<file path="src/include/fbcp_map.svh">
// Purpose: offsets, field positions and sizes for flash block guard logic
// Assumes: byte-wide configuration space, 22-bit program addresses
// Notes:   definitions only
`ifndef FBCP_MAP_SVH
`define FBCP_MAP_SVH
`define FBCP_CFG_EXT_BLK   22'h300008
`define FBCP_CFG_EXT_BOOT  22'h300009
`define FBCP_CFG_WR_BLK    22'h30000a
`define FBCP_CFG_WR_BOOT   22'h30000b
`define FBCP_CFG_RD_BLK    22'h30000c
`define FBCP_CFG_RD_BOOT   22'h30000d
`define FBCP_DEVID_LO      22'h3ffffe
`define FBCP_DEVID_HI      22'h3fffff
`define FBCP_BIT_EEPROM    3'h7
`define FBCP_BIT_BOOT      3'h6
`define FBCP_BIT_CFG       3'h5
`define FBCP_ALL_ONES      8'hff
`define FBCP_ZERO          8'h00
`define FBCP_BOOT_SMALL    22'h000200
`define FBCP_BOOT_LARGE    22'h000800
`define FBCP_END_8K        22'h002000
`define FBCP_END_16K       22'h004000
`define FBCP_END_32K       22'h008000
`define FBCP_END_64K       22'h010000
`define FBCP_SZ_8K         2'h0
`define FBCP_SZ_16K        2'h1
`define FBCP_SZ_32K        2'h2
`define FBCP_SZ_64K        2'h3
// identification word: value is arbitrary and names no real part
`define FBCP_DEVID_WORD    16'h5a5a
`endif

</file>
<file path="src/include/fbcp_pkg.sv">
// Purpose: types for flash block guard logic
// Assumes: fbcp_map.svh holds the numbers
// Notes:   none
package fbcp_pkg;
   typedef enum logic [2:0] {
      FBCP_BLK_BOOT, FBCP_BLK_0, FBCP_BLK_1, FBCP_BLK_2, FBCP_BLK_3,
      FBCP_BLK_NONE, FBCP_BLK_CFG
   } fbcp_region_t;
   typedef struct packed {
      logic        valid;
      logic        write;
      logic [21:0] addr;
      logic [21:0] fetch_addr;
      logic [7:0]  wdata;
   } fbcp_req_t;
   typedef struct packed {
      logic       valid;
      logic       allowed;
      logic [7:0] rdata;
   } fbcp_rsp_t;
endpackage

</file>
<file path="src/logic/fbcp_guard.sv">
// Purpose: flash and eeprom access guard with one-way guard bits
// Assumes: single clock; programmer strobes synchronous to clock_in
// Notes:   guard bits are held in flops standing in for config cells
`timescale 1ns/1ps
`include "fbcp_map.svh"
`default_nettype none
module fbcp_guard (
   input  wire logic              clock_in,      // core clock
   input  wire logic              arst_n_in,     // async reset, low
   input  wire logic [1:0]        mem_size_in,   // memory size strap
   input  wire fbcp_pkg::fbcp_req_t cpu_req_in,  // cpu table access
   output fbcp_pkg::fbcp_rsp_t    cpu_rsp_out,   // cpu table answer
   input  wire fbcp_pkg::fbcp_req_t prg_req_in,  // programmer access
   output fbcp_pkg::fbcp_rsp_t    prg_rsp_out,   // programmer answer
   input  wire logic              cpu_ee_valid_in, // cpu eeprom request
   input  wire logic              cpu_ee_write_in, // cpu eeprom write
   output logic                   cpu_ee_ok_out,   // cpu eeprom allowed
   input  wire logic              prg_ee_valid_in, // prog eeprom request
   input  wire logic              prg_ee_write_in, // prog eeprom write
   output logic                   prg_ee_ok_out,   // prog eeprom allowed
   input  wire logic              prg_chip_erase_in, // programmer erase all
   input  wire logic              prg_blk_erase_in,  // programmer erase blk
   input  wire logic [2:0]        prg_erase_blk_in,  // region to erase
   output logic [21:0]            flash_addr_out,  // flash array address
   input  wire logic [7:0]        flash_rdata_in,  // flash array data
   output logic                   flash_we_out,    // flash write strobe
   output logic [7:0]             flash_wdata_out  // flash write data
);
   // one bit per region: [4]=boot, [3:0]=blocks 3..0
   logic [4:0] ext_lock_r;
   logic [4:0] wr_lock_r;
   logic [4:0] rd_lock_r;
   logic       ee_ext_lock_r;
   logic       ee_wr_lock_r;
   logic       cfg_wr_lock_r;
   logic [1:0] size_r;
   logic       size_cap_r;
   fbcp_pkg::fbcp_rsp_t cpu_rsp_r;
   fbcp_pkg::fbcp_rsp_t prg_rsp_r;
   // a literal cannot be part-selected, so the id word gets a name
   localparam logic [15:0] DEVID_WORD = `FBCP_DEVID_WORD;

   // decode a program address to its region for the current size
   function automatic fbcp_pkg::fbcp_region_t region_of(
      input logic [21:0] a, input logic [1:0] sz);
      logic [21:0] boot_end;
      logic [21:0] mem_end;
      logic [21:0] q;
      boot_end = (sz == `FBCP_SZ_8K) ? `FBCP_BOOT_SMALL
                                     : `FBCP_BOOT_LARGE;
      unique case (sz)
         `FBCP_SZ_8K:  mem_end = `FBCP_END_8K;
         `FBCP_SZ_16K: mem_end = `FBCP_END_16K;
         `FBCP_SZ_32K: mem_end = `FBCP_END_32K;
         default:      mem_end = `FBCP_END_64K;
      endcase
      q = mem_end >> 2;
      if (a >= `FBCP_CFG_EXT_BLK && a <= `FBCP_CFG_RD_BOOT)
         region_of = fbcp_pkg::FBCP_BLK_CFG;
      else if (a >= mem_end)
         region_of = fbcp_pkg::FBCP_BLK_NONE;
      else if (a < boot_end)
         region_of = fbcp_pkg::FBCP_BLK_BOOT;
      else if (sz == `FBCP_SZ_8K || sz == `FBCP_SZ_16K)
         region_of = (a < (mem_end >> 1)) ? fbcp_pkg::FBCP_BLK_0
                                          : fbcp_pkg::FBCP_BLK_1;
      else if (a < q)
         region_of = fbcp_pkg::FBCP_BLK_0;
      else if (a < (q << 1))
         region_of = fbcp_pkg::FBCP_BLK_1;
      else if (a < (q * 3))
         region_of = fbcp_pkg::FBCP_BLK_2;
      else
         region_of = fbcp_pkg::FBCP_BLK_3;
   endfunction

   // index into a 5-bit lock vector, with small-part blocks 2/3 inert
   function automatic logic lock_of(input logic [4:0] v,
      input fbcp_pkg::fbcp_region_t r, input logic [1:0] sz);
      lock_of = 1'b1;
      unique case (r)
         fbcp_pkg::FBCP_BLK_BOOT: lock_of = v[4];
         fbcp_pkg::FBCP_BLK_0:    lock_of = v[0];
         fbcp_pkg::FBCP_BLK_1:    lock_of = v[1];
         fbcp_pkg::FBCP_BLK_2,
         fbcp_pkg::FBCP_BLK_3:
            lock_of = (sz[1]) ? v[r == fbcp_pkg::FBCP_BLK_3 ? 3 : 2]
                              : 1'b1;
         default:                 lock_of = 1'b1;
      endcase
   endfunction

   function automatic logic [7:0] cfg_read(input logic [21:0] a,
      input logic [4:0] e, input logic [4:0] w, input logic [4:0] r,
      input logic ed, input logic wd, input logic wc);
      cfg_read = `FBCP_ZERO;
      unique case (a)
         `FBCP_CFG_EXT_BLK:  cfg_read = {4'h0, e[3:0]};
         `FBCP_CFG_EXT_BOOT: cfg_read = {ed, e[4], 6'h00};
         `FBCP_CFG_WR_BLK:   cfg_read = {4'h0, w[3:0]};
         `FBCP_CFG_WR_BOOT:  cfg_read = {wd, w[4], wc, 5'h00};
         `FBCP_CFG_RD_BLK:   cfg_read = {4'h0, r[3:0]};
         `FBCP_CFG_RD_BOOT:  cfg_read = {1'b0, r[4], 6'h00};
         default:            cfg_read = `FBCP_ZERO;
      endcase
   endfunction

   fbcp_pkg::fbcp_region_t cpu_reg;
   fbcp_pkg::fbcp_region_t cpu_fetch_reg;
   fbcp_pkg::fbcp_region_t prg_reg;
   logic cpu_ok;
   logic prg_ok;
   logic cpu_is_id;
   logic cpu_cfg_wr;
   logic prg_cfg_wr;
   logic [7:0] cfg_wd;
   logic [21:0] cfg_wa;
   logic [4:0] erase_mask;

   // strap caught once after reset release
   always_ff @(posedge clock_in or negedge arst_n_in) begin
      if (!arst_n_in) begin
         size_r     <= `FBCP_SZ_64K;
         size_cap_r <= 1'b0;
      end else if (!size_cap_r) begin
         size_r     <= mem_size_in;
         size_cap_r <= 1'b1;
      end
   end

   always_comb begin
      cpu_reg       = region_of(cpu_req_in.addr, size_r);
      cpu_fetch_reg = region_of(cpu_req_in.fetch_addr, size_r);
      prg_reg       = region_of(prg_req_in.addr, size_r);
      cpu_is_id     = cpu_req_in.addr == `FBCP_DEVID_LO ||
                      cpu_req_in.addr == `FBCP_DEVID_HI;
      cpu_ok = 1'b1;
      if (cpu_req_in.write) begin
         if (cpu_reg == fbcp_pkg::FBCP_BLK_NONE || cpu_is_id)
            cpu_ok = 1'b0;
         else if (cpu_reg == fbcp_pkg::FBCP_BLK_CFG)
            cpu_ok = cfg_wr_lock_r;
         else
            cpu_ok = lock_of(wr_lock_r, cpu_reg, size_r);
      end else if (cpu_reg != fbcp_pkg::FBCP_BLK_CFG &&
                   cpu_reg != fbcp_pkg::FBCP_BLK_NONE) begin
         cpu_ok = lock_of(rd_lock_r, cpu_reg, size_r) ||
                  (cpu_fetch_reg == cpu_reg);
      end
      prg_ok = 1'b1;
      if (prg_reg == fbcp_pkg::FBCP_BLK_NONE)
         prg_ok = !prg_req_in.write;
      else if (prg_reg != fbcp_pkg::FBCP_BLK_CFG)
         prg_ok = lock_of(ext_lock_r, prg_reg, size_r) &&
                  (!prg_req_in.write ||
                   lock_of(wr_lock_r, prg_reg, size_r));
      cpu_cfg_wr = cpu_req_in.valid && cpu_req_in.write &&
                   cpu_reg == fbcp_pkg::FBCP_BLK_CFG && cfg_wr_lock_r;
      prg_cfg_wr = prg_req_in.valid && prg_req_in.write &&
                   prg_reg == fbcp_pkg::FBCP_BLK_CFG;
      cfg_wd = prg_cfg_wr ? prg_req_in.wdata : cpu_req_in.wdata;
      cfg_wa = prg_cfg_wr ? prg_req_in.addr : cpu_req_in.addr;
      erase_mask = 5'h00;
      if (prg_blk_erase_in) begin
         unique case (prg_erase_blk_in)
            3'h0:    erase_mask = 5'h10;
            3'h1:    erase_mask = 5'h01;
            3'h2:    erase_mask = 5'h02;
            3'h3:    erase_mask = 5'h04;
            3'h4:    erase_mask = 5'h08;
            default: erase_mask = 5'h00;
         endcase
      end
   end

   // guard bits: writes can only clear, erase (programmer only) sets
   always_ff @(posedge clock_in or negedge arst_n_in) begin
      if (!arst_n_in) begin
         ext_lock_r    <= 5'h1f;
         wr_lock_r     <= 5'h1f;
         rd_lock_r     <= 5'h1f;
         ee_ext_lock_r <= 1'b1;
         ee_wr_lock_r  <= 1'b1;
         cfg_wr_lock_r <= 1'b1;
      end else if (prg_chip_erase_in) begin
         ext_lock_r    <= 5'h1f;
         wr_lock_r     <= 5'h1f;
         rd_lock_r     <= 5'h1f;
         ee_ext_lock_r <= 1'b1;
         ee_wr_lock_r  <= 1'b1;
         cfg_wr_lock_r <= 1'b1;
      end else if (prg_blk_erase_in) begin
         ext_lock_r <= ext_lock_r | erase_mask;
         wr_lock_r  <= wr_lock_r | erase_mask;
         rd_lock_r  <= rd_lock_r | erase_mask;
      end else if (cpu_cfg_wr || prg_cfg_wr) begin
         unique case (cfg_wa)
            `FBCP_CFG_EXT_BLK:
               ext_lock_r[3:0] <= ext_lock_r[3:0] & cfg_wd[3:0];
            `FBCP_CFG_EXT_BOOT: begin
               ext_lock_r[4] <= ext_lock_r[4] & cfg_wd[`FBCP_BIT_BOOT];
               ee_ext_lock_r <= ee_ext_lock_r & cfg_wd[`FBCP_BIT_EEPROM];
            end
            `FBCP_CFG_WR_BLK:
               wr_lock_r[3:0] <= wr_lock_r[3:0] & cfg_wd[3:0];
            `FBCP_CFG_WR_BOOT: begin
               wr_lock_r[4] <= wr_lock_r[4] & cfg_wd[`FBCP_BIT_BOOT];
               ee_wr_lock_r <= ee_wr_lock_r & cfg_wd[`FBCP_BIT_EEPROM];
               if (prg_cfg_wr)
                  cfg_wr_lock_r <= cfg_wr_lock_r &
                                   cfg_wd[`FBCP_BIT_CFG];
            end
            `FBCP_CFG_RD_BLK:
               rd_lock_r[3:0] <= rd_lock_r[3:0] & cfg_wd[3:0];
            default:
               rd_lock_r[4] <= rd_lock_r[4] & cfg_wd[`FBCP_BIT_BOOT];
         endcase
      end
   end

   // flash port serves cpu unless the programmer is active
   always_comb begin
      flash_addr_out  = prg_req_in.valid ? prg_req_in.addr
                                         : cpu_req_in.addr;
      flash_wdata_out = prg_req_in.valid ? prg_req_in.wdata
                                         : cpu_req_in.wdata;
      flash_we_out = prg_req_in.valid
         ? (prg_req_in.write && prg_ok &&
            prg_reg != fbcp_pkg::FBCP_BLK_CFG)
         : (cpu_req_in.valid && cpu_req_in.write && cpu_ok &&
            cpu_reg != fbcp_pkg::FBCP_BLK_CFG);
      cpu_ee_ok_out = cpu_ee_valid_in &&
                      (!cpu_ee_write_in || ee_wr_lock_r);
      prg_ee_ok_out = prg_ee_valid_in && ee_ext_lock_r &&
                      (!prg_ee_write_in || ee_wr_lock_r);
   end

   // answers registered one cycle after the request
   always_ff @(posedge clock_in or negedge arst_n_in) begin
      if (!arst_n_in) begin
         cpu_rsp_r <= '0;
         prg_rsp_r <= '0;
      end else begin
         cpu_rsp_r.valid   <= cpu_req_in.valid && !prg_req_in.valid;
         cpu_rsp_r.allowed <= cpu_ok;
         if (cpu_is_id)
            cpu_rsp_r.rdata <= cpu_req_in.addr[0] ?
               DEVID_WORD[15:8] : DEVID_WORD[7:0];
         else if (cpu_reg == fbcp_pkg::FBCP_BLK_CFG)
            cpu_rsp_r.rdata <= cfg_read(cpu_req_in.addr, ext_lock_r,
               wr_lock_r, rd_lock_r, ee_ext_lock_r, ee_wr_lock_r,
               cfg_wr_lock_r);
         else if (cpu_req_in.write || !cpu_ok ||
                  cpu_reg == fbcp_pkg::FBCP_BLK_NONE)
            cpu_rsp_r.rdata <= `FBCP_ZERO;
         else
            cpu_rsp_r.rdata <= flash_rdata_in;
         prg_rsp_r.valid   <= prg_req_in.valid;
         prg_rsp_r.allowed <= prg_ok;
         if (prg_reg == fbcp_pkg::FBCP_BLK_CFG)
            prg_rsp_r.rdata <= cfg_read(prg_req_in.addr, ext_lock_r,
               wr_lock_r, rd_lock_r, ee_ext_lock_r, ee_wr_lock_r,
               cfg_wr_lock_r);
         else if (prg_req_in.write || !prg_ok ||
                  prg_reg == fbcp_pkg::FBCP_BLK_NONE)
            prg_rsp_r.rdata <= `FBCP_ZERO;
         else
            prg_rsp_r.rdata <= flash_rdata_in;
      end
   end

   assign cpu_rsp_out = cpu_rsp_r;
   assign prg_rsp_out = prg_rsp_r;
endmodule
`default_nettype wire

</file>
<file path="config.mk">
export PLATFORM = sky130hd
export DESIGN_NAME = fbcp_guard
export DESIGN_NICKNAME = d
export VERILOG_FILES = /design/src/include/fbcp_pkg.sv /design/src/logic/fbcp_guard.sv
export VERILOG_INCLUDE_DIRS = /design/src /design/src/include
export SDC_FILE = /design/constraint.sdc
export NUM_CORES = 1
export LEC_CHECK = 0
export ABC_AREA = 1
export BUFFER_PORTS_ARGS = -buffer_cell sky130_fd_sc_hd__buf_2
export CORE_MARGIN = 3
export CORE_UTILIZATION = 30
export DETAILED_ROUTE_END_ITERATION = 10
export MAX_ROUTING_LAYER = met4
export PLACE_DENSITY = 0.52
export SYNTH_ARGS = -nofsm -noshare
export SYNTH_HDL_FRONTEND = slang
export SYNTH_SLANG_ARGS = --single-unit
</file>
<file path="constraint.sdc">
create_clock -name clock_in -period 5.4 [get_ports clock_in]
set_input_delay 1.08 -clock clock_in [delete_from_list [all_inputs] [get_ports clock_in]]
set_output_delay 1.08 -clock clock_in [all_outputs]
set_load 0.01 [all_outputs]
</file>
; Yosys cells after proc, flatten, opt, wreduce, memory -nomap -nowiden
; Index checks and enable logic that the tools add are counted.
[word_totals]
regBits = 41
input_bits = 129
out_inout_bits = 53
word_cells = 263
[op_classes]
mul = 1
magnitude_cmp = 26
n_eq_ne = 43
mux = 102
n_bitwise = 12
n_reduce_logical = 62
[ops]
columns = operator, count
row1 = $eq 22x22->1 const B, 19
row2 = $lt 22x21->1, 6
row3 = $pmux 8 s6, 2
row4 = $ge 22x22->1, 3
row5 = $ge 22x22->1 const B, 3
row6 = $le 22x22->1 const B, 3
row7 = $lt 22x20->1, 3
row8 = $lt 22x22->1, 3
row9 = $mux 3, 21
row10 = $mux 8, 7
row11 = $pmux 17 s3, 1
row12 = $mux 5, 10
row13 = $lt 22x24->1, 2
row14 = $mux 22, 2
row15 = $mux 1, 43
row16 = $pmux 5 s5, 1
row17 = $lt 22x12->1, 1
row18 = $mul 20x2->22 const B, 1
row19 = $eq 3x3->1 const B, 7
row20 = $eq 3x2->1 const B, 6
row21 = $logic_and 1x1->1, 18
row22 = $reduce_bool 3->1, 6
row23 = $pmux 1 s4, 4
row24 = $or 5x5->5, 3
row25 = 24 further kinds, 71

; Depth between registers and ports, before layout
; Gate-level depths: netlist (run 1).
[depth]
word_depth = 29
depth_mapped = 26

; Worst setup path before layout (run 1)
; No wires, ideal clock.
[synth_path]
path_kind = register to output
start = register size_r[1]
end = output port flash_we_out
arrival_time_ns = 3.068
slack_ns = 1.252
path_stages_with_launch = 24
path_buffers = 0
path_cell_list = dfstp_2 inv_1 ha_1 ha_1 inv_1 ha_1 o21ai_0 nand2_1 a21oi_1 nand2_1 nand3_1 nand2_1 nand2_1 nand2_1 nand2_1 a21oi_2 nand3_2 o21ai_0 nand2_1 nand2_1 nand2_2 nand2_4 nand3_1 nand2_1
[synth_between]
elab_chain_cells = 27
[synth_rtl]
columns = item, line
row1 = from (decl), fbcp_guard.sv:36  ; logic [1:0] size_r;
row2 = from (signal assigned), fbcp_guard.sv:123  ; size_r <= `FBCP_SZ_64K;
row3 = from (signal assigned), fbcp_guard.sv:126  ; size_r <= mem_size_in;
row4 = $eq 2x2->1 (tied with other cells), fbcp_guard.sv:51  ; unique case (sz)
row5 = $pmux 17 s3, fbcp_guard.sv:51
row6 = $mul 20x2->22, fbcp_guard.sv:71  ; else if (a < (q * 3))
row7 = $lt 22x22->1, fbcp_guard.sv:71
row8 = $mux 3, fbcp_guard.sv:71
row9 = $mux 3, fbcp_guard.sv:69  ; else if (a < (q << 1))
row10 = $mux 3, fbcp_guard.sv:67  ; else if (a < q)
row11 = $mux 3, fbcp_guard.sv:64  ; else if (sz == `FBCP_SZ_8K || sz == `FBCP_SZ_16K)
row12 = [10 not listed], -
row13 = $mux 1, fbcp_guard.sv:153  ; else if (prg_reg != fbcp_pkg::FBCP_BLK_CFG)
row14 = $mux 1, fbcp_guard.sv:151  ; if (prg_reg == fbcp_pkg::FBCP_BLK_NONE)
row15 = $logic_or 1x1->1, fbcp_guard.sv:155  ; (!prg_req_in.write ||
row16 = $logic_and 1x1->1, fbcp_guard.sv:154  ; prg_ok = lock_of(ext_lock_r, prg_reg, size_r) &&
row17 = $mux 1, fbcp_guard.sv:153
row18 = $mux 1, fbcp_guard.sv:151
row19 = $logic_and 1x1->1 (2 in series), fbcp_guard.sv:228  ; ? (prg_req_in.write && prg_ok &&
row20 = $mux 1 *, fbcp_guard.sv:228
row21 = to (decl), fbcp_guard.sv:26  ; output logic flash_we_out,
; Every way passes the cells marked *; elsewhere a longest branch is shown, timed or not. The select of a mux whose other input is x is not followed.

; Worst setup path after layout (run 1)
[layout_path]
start = register size_r[0]
end = output port flash_we_out
; Same word-level chain as after synthesis.

==> flow_summary.toml, run 1 <==
[run_status]
status = "finished clean"

[clock_network]
clock_latency_ns = 0.29
cts_inserted_buffers = 5
root_buffer = "clkbuf_16"
clockBufferDepth = 2
ctsResizeCount = 0
cts_hold_buf = 0
clkSinkCount = 41
cts_tree = "done"
clkTransAtPathRegs_ns = 0.06
post-cts-setup-buffer-count = 0
htreeDepth = 2

[logic_synthesis]
synth_area_per_cell_um2 = 6.10
yosys_most_used_dff = "dfrtp_1"
netlist-cell-type-count = 51
synth_xor_area_share_pct = 0.160
synth_edf_count = 0
ys_warn_count = 0
synth_top_family_by_area = "simple AND/OR/NAND/NOR gates"
syn-num-nets = 1083
synth_fa_ha_area_share_pct = 12.8
yosys.area.top_type = "nand2_1"
ys_top_cells_by_area = "nand2_1 (14%), ha_1 (13%), inv_1 (10%)"
synth-compound-area-share_pct = 16.5
ys_seq_area_share_pct = 19.2
ys_ff_latch = 41
syn_area_um2 = 5480
synth_top_area_share_pct = 13.6
synth_cells = 898
synthArstFlopShare_pct = 100
synth_mux_area_share_pct = 0.411
synth-simple-area-share_pct = 39.2

[final_layout]
area_growth_syn_to_layout_pct = 22.4
final_common_cell = "nand2_1"
nets = 1238
fillers = 1952
layout_common_cells = "nand2_1 (198), buf_2 (159), inv_1 (148), nor2_1 (112), o21ai_0 (70)"
design_area_um2 = 6700
drive_gt1_share_pct = 21.8

[critical_path]
cp.depth = 18
cp_cell_sequence = "inv_1, ha_1, inv_1, ha_1, a21o_1, a211oi_1, nand2_1, nor2_1, nand2_1, inv_1, nand4_1, or2_0, nand2_1, nor2_1, nand2_2, nand3_1, nand2_1, buf_2"
worst-path-buf-inv = 4
cpPeakStageDelay_ns = 0.58
critPathSlowestCell = "dfstp_2"
critPathLaunchType = "register"
worstRegToRegCells = 17
worstSetupPathType = "reg2out"
worstSetupEndpointType = "primary output"
cp_max_fo = 7
worstPathRequired_ns = 4.32
crit_arrival_ns = 4.02
cp_top_family = "simple AND/OR/NAND/NOR gates"
cpMostUsedCell = "nand2_1"

[routing]
vias_per_cell = 4.97
drc = 0
vias = 6359
first_pass_iters = 5
drtIter0Drc = 340
wl_per_cell_um = 15.4
ant_nets = 0
wl_um = 19700

[die]
die_x_um = 141
core_um2 = 17600
io_pins = 182
start_util_pct = 31.1
fp.dieH_um = 141
die-area_um2 = 19900
placementRows = 48

[global_route]
track_usage_pct = 19.9
antenna_found_initial = 1
grt_pass1_vias = 6034
met2_usage_pct = 29.6
use_met1_pct = 29.1
grt_max_degree = 42
busiest_layer = "met2"
grt_pass1_wl_um = 31500
grt-ovfl-total = 0
met3_usage_pct = 2.65

[timing]
skew_ns = 0.00626
slew_viol_final = 0
rsz0062_at_grt = "false"
tns_ns = 0
fin_ws_ns = 0.305
max_slew_margin_pct = 37.2
period_share_pct = 94.4
setup_viol = 0
fmax_mhz = 196
whs_ns = 0.469
post-route-min-period_ns = 5.10
hold_viol = 0
tightestPinTransition_ns = 0.941

[place]
placedInstanceArea_um2 = 6510
place.gp.congestion = 0.890
dp_slack_ns = 0.562
portBuffers = 159
hpwl_um = 16200

[hold_path]
min_path_type = "reg2reg"
worstHoldPathCells = 1

[power]
ir_worst_vdd_v = 0.000126
p_leak_uw = 0.00368
powerDensity_nw_per_um2 = 163

[flow_run]
max_cap_viol_count = 0
[final timing paths]
path	from	slack [ns]	endpoint
max reg2reg	size_r[0]	1.54	cpu_rsp_out[1]
max in group asynchronous	arst_n_in	3.87	prg_rsp_out[2]
max	size_r[0]	0.30	flash_we_out
min reg2reg	size_cap_r	0.47	size_r[1]
min	size_cap_r	0.47	size_r[1]
min in group asynchronous	arst_n_in	0.93	prg_rsp_out[3]
[cell usage after synthesis (5+ instances only)]
cell      instances
ha_1             56
nand3_2           6
nand2_1         198
dfrtp_1          21
nand4_1          36
o21ai_0          70
inv_1           148
clkbuf_1         10
nor3_1           23
a31oi_1           5
nand3_1          65
nor2_1          112
nor4_1           11
nand2_2           7
dfstp_2          20
a21oi_1          45
[flip-flops by register name, indices dropped and copies added (netlist names)]
signal	count
ee_ext_lock_r	1
size_r	2
ext_lock_r	5
cfg_wr_lock_r	1
size_cap_r	1
ee_wr_lock_r	1
cpu_rsp_out	10
wr_lock_r	5
rd_lock_r	5
prg_rsp_out	10
[metal layers]
layer,vias up,share of wire [%]
li1,3287,-
met1,2872,51
met2,180,43
met3,20,5.2
met4,0,1.3
met5,-,0
[final cells by class]
cell class	count	area (um2)	area share (%)
clock buffers	6	139	2.07
well taps	225	282	4.20
diodes	1	2.50	0.0373
flip-flops and latches	41	1050	15.7
multi-input cells	691	3800	56.7
inverters	152	571	8.51
repair buffers	162	818	12.2
clock inverters	2	37.5	0.560
[through the flow]
step	std cells	utilization, %	total power [uW]
3_5_place_dp	1271	37.0	743
3_3_place_gp	1271	37.0	739
6_report	1280	38.1	1090
5_1_grt	1280	38.1	1180
2_1_floorplan	898	-	581
4_1_cts	1279	38.0	1100
[logic make-up after synthesis]
| kind of cell | after synthesis |
|---|---|
| fa+ha+maj | 56 |
| xor+xnor | 1 |
| mux | 2 |
| buf+inv | 166 |
| other cells | 1 |
| flops | 41 |
| simple gates | 476 |
| compound gates | 155 |
[where the power goes]
group          internal (uW)  switching, uW  total, uW
combinational            142            240        382
clock                    231            121        352
sequential               335           23.4        358
Power figures use the tool's default switching activity.
==> run 2: changes to the inputs <==
==> constraint.sdc (replaced) <==
create_clock -name clock_in -period 5.4 [get_ports clock_in]
set_input_delay 0.27 -clock clock_in [delete_from_list [all_inputs] [get_ports clock_in]]
set_output_delay 0.27 -clock clock_in [all_outputs]
set_load 0.01 [all_outputs]
==> run 2 against run 1 <==
  * Wire length decreased by 0.55%
  * Setup slack better by 0.74 ns
  * Die area did not move
  * Global-route usage fell by 0.27 points
  * Highest routed layer unchanged
==> flow_summary.toml, run 2 (synthesis gave the netlist of run 1 again) <==
[timing]
hold_viol = 0
fin_ws_ns = 1.04
slew_viol_final = 0
max_slew_margin_pct = 36.3
tightestPinTransition_ns = 0.956
rsz0062_at_grt = "false"
skew_ns = 0.0100
tns_ns = 0
period_share_pct = 80.7
fmax_mhz = 229
setup_viol = 0
post-route-min-period_ns = 4.36

[final_layout]
drive_gt1_share_pct = 21.4
ff_latch_area_um2 = 1050
multiInputGateArea_um2 = 3790
design_area_um2 = 6650
final_common_cell = "nand2_1"
area_growth_syn_to_layout_pct = 21.3
layoutNonFillerInstCount = 1278
nets = 1236
fillers = 1949
layout_common_cells = "nand2_1 (198), buf_2 (159), inv_1 (148), nor2_1 (112), o21ai_0 (70)"

[routing]
wl_um = 19600
first_pass_iters = 5
drc = 0
wl_per_cell_um = 15.3
vias = 6349
ant_nets = 0
vias_per_cell = 4.97
drtIter0Drc = 351

[critical_path]
worstSetupPathType = "reg2out"
worstPathRequired_ns = 5.13
critPathLaunchType = "register"
cp_max_fo = 11
crit_arrival_ns = 4.09
worstSetupEndpointType = "primary output"

[die]
core_um2 = 17600
start_util_pct = 31.1
placementRows = 48
fp.dieH_um = 141
die_x_um = 141
io_pins = 182
die-area_um2 = 19900

[clock_network]
ctsResizeCount = 0
htreeDepth = 2
clock_latency_ns = 0.29
cts_tree = "done"
clkTransAtPathRegs_ns = 0.06
clkSinkCount = 41
post-cts-setup-buffer-count = 0
clockBufferDepth = 2
cts_inserted_buffers = 5
cts_hold_buf = 0
root_buffer = "clkbuf_16"

[power]
p_leak_uw = 0.00366
report.power.total_uw = 1040
ir_worst_vdd_v = 0.000105
powerDensity_nw_per_um2 = 157

[global_route]
grt-ovfl-total = 0
antenna_found_initial = 1
grt_pass1_wl_um = 31000
grt_max_degree = 64
track_usage_pct = 19.6
grt_pass1_vias = 5883

[flow_run]
max_cap_viol_count = 0

[place]
place.gp.congestion = 0.879
dp_slack_ns = 1.37
portBuffers = 159
hpwl_um = 16100
dpl.cell_count = 1269
placedInstanceArea_um2 = 6490

[run_status]
status = "finished clean"

[hold_path]
min_path_type = "in2async"
-- run 2: cell count changes in the layout (fill, tap and decap cells not counted) --
| cell | change |
|---|---|
| clkbuf_1 | +1 |
| a21oi_2 | +1 |
| buf_4 | -2 |
| a21oi_4 | -1 |
| ha_1 | +1 |
| ha_2 | -1 |
| bufinv_16 | -1 |
| nand3_1 | +1 |
| nand3_2 | -1 |
-- run 2: layer usage --
| metal | wire [um] | GRT usage [%] | part of all wire, % |
|---|---|---|---|
| met2 | 8340 | 29.1 | 43 |
| met4 | 280 | 3.62 | 1.4 |
| met5 | 0 | - | 0 |
| met1 | 9680 | 28.7 | 49 |
| met3 | 1270 | 2.71 | 6.5 |
-- run 2: path summary, 6_finish.rpt --
kind	startpoint	end	slack, ns	cells past startpoint
setup / recovery	size_r[0]	flash_we_out	1.04	19
hold / removal	arst_n_in	prg_rsp_out[1]	0.14	1
setup reg to reg	size_r[0]	cpu_rsp_out[1]	1.48	18
hold reg to reg	size_cap_r	size_r[1]	0.46	1
max in group asynchronous	arst_n_in	cpu_rsp_out[9]	4.67	1
min in group clock_in	mem_size_in[0]	size_r[0]	0.22	3
-- run 2: cell type report --
type                       instances  share of cell area [%]
antenna                            1                  0.0377
clock buffer                       7                    2.15
clock inverter                     1                   0.113
inverter                         152                    8.58
multi-input combinational        691                    57.0
sequential                        41                    15.8
tap                              225                    4.24
timing repair buffer             160                    12.1
-- run 2: through the flow --
stage                     hold WS [ns]  utilization (%)
final                            0.142             37.8
after global routing             0.219             37.8
after CTS                        0.176             37.8
after detailed placement         0.453             36.9
after global placement           0.450             36.9
after floorplan                -0.0256                -
-- run 2: power breakdown --
group	internal [uW]	switching [uW]
logic	139	237
registers	335	23.8
clock network	184	125
total	658	386
-- run 2: worst max-delay path: stages, from the launching register on --
cell      delay, ns
dfstp_2        0.58
inv_1          0.11
ha_1           0.25
inv_1          0.36
ha_1           0.35
a21o_1         0.17
a211oi_1       0.19
nand2_1        0.12
nor2_1         0.33
nand3_1        0.39
nor2_1         0.23
nand2_1        0.07
nand2_1        0.07
inv_1          0.03
nand2_1        0.05
nor2_1         0.05
nand2_2        0.12
nand3_1        0.09
nand2_1        0.09
buf_2          0.13
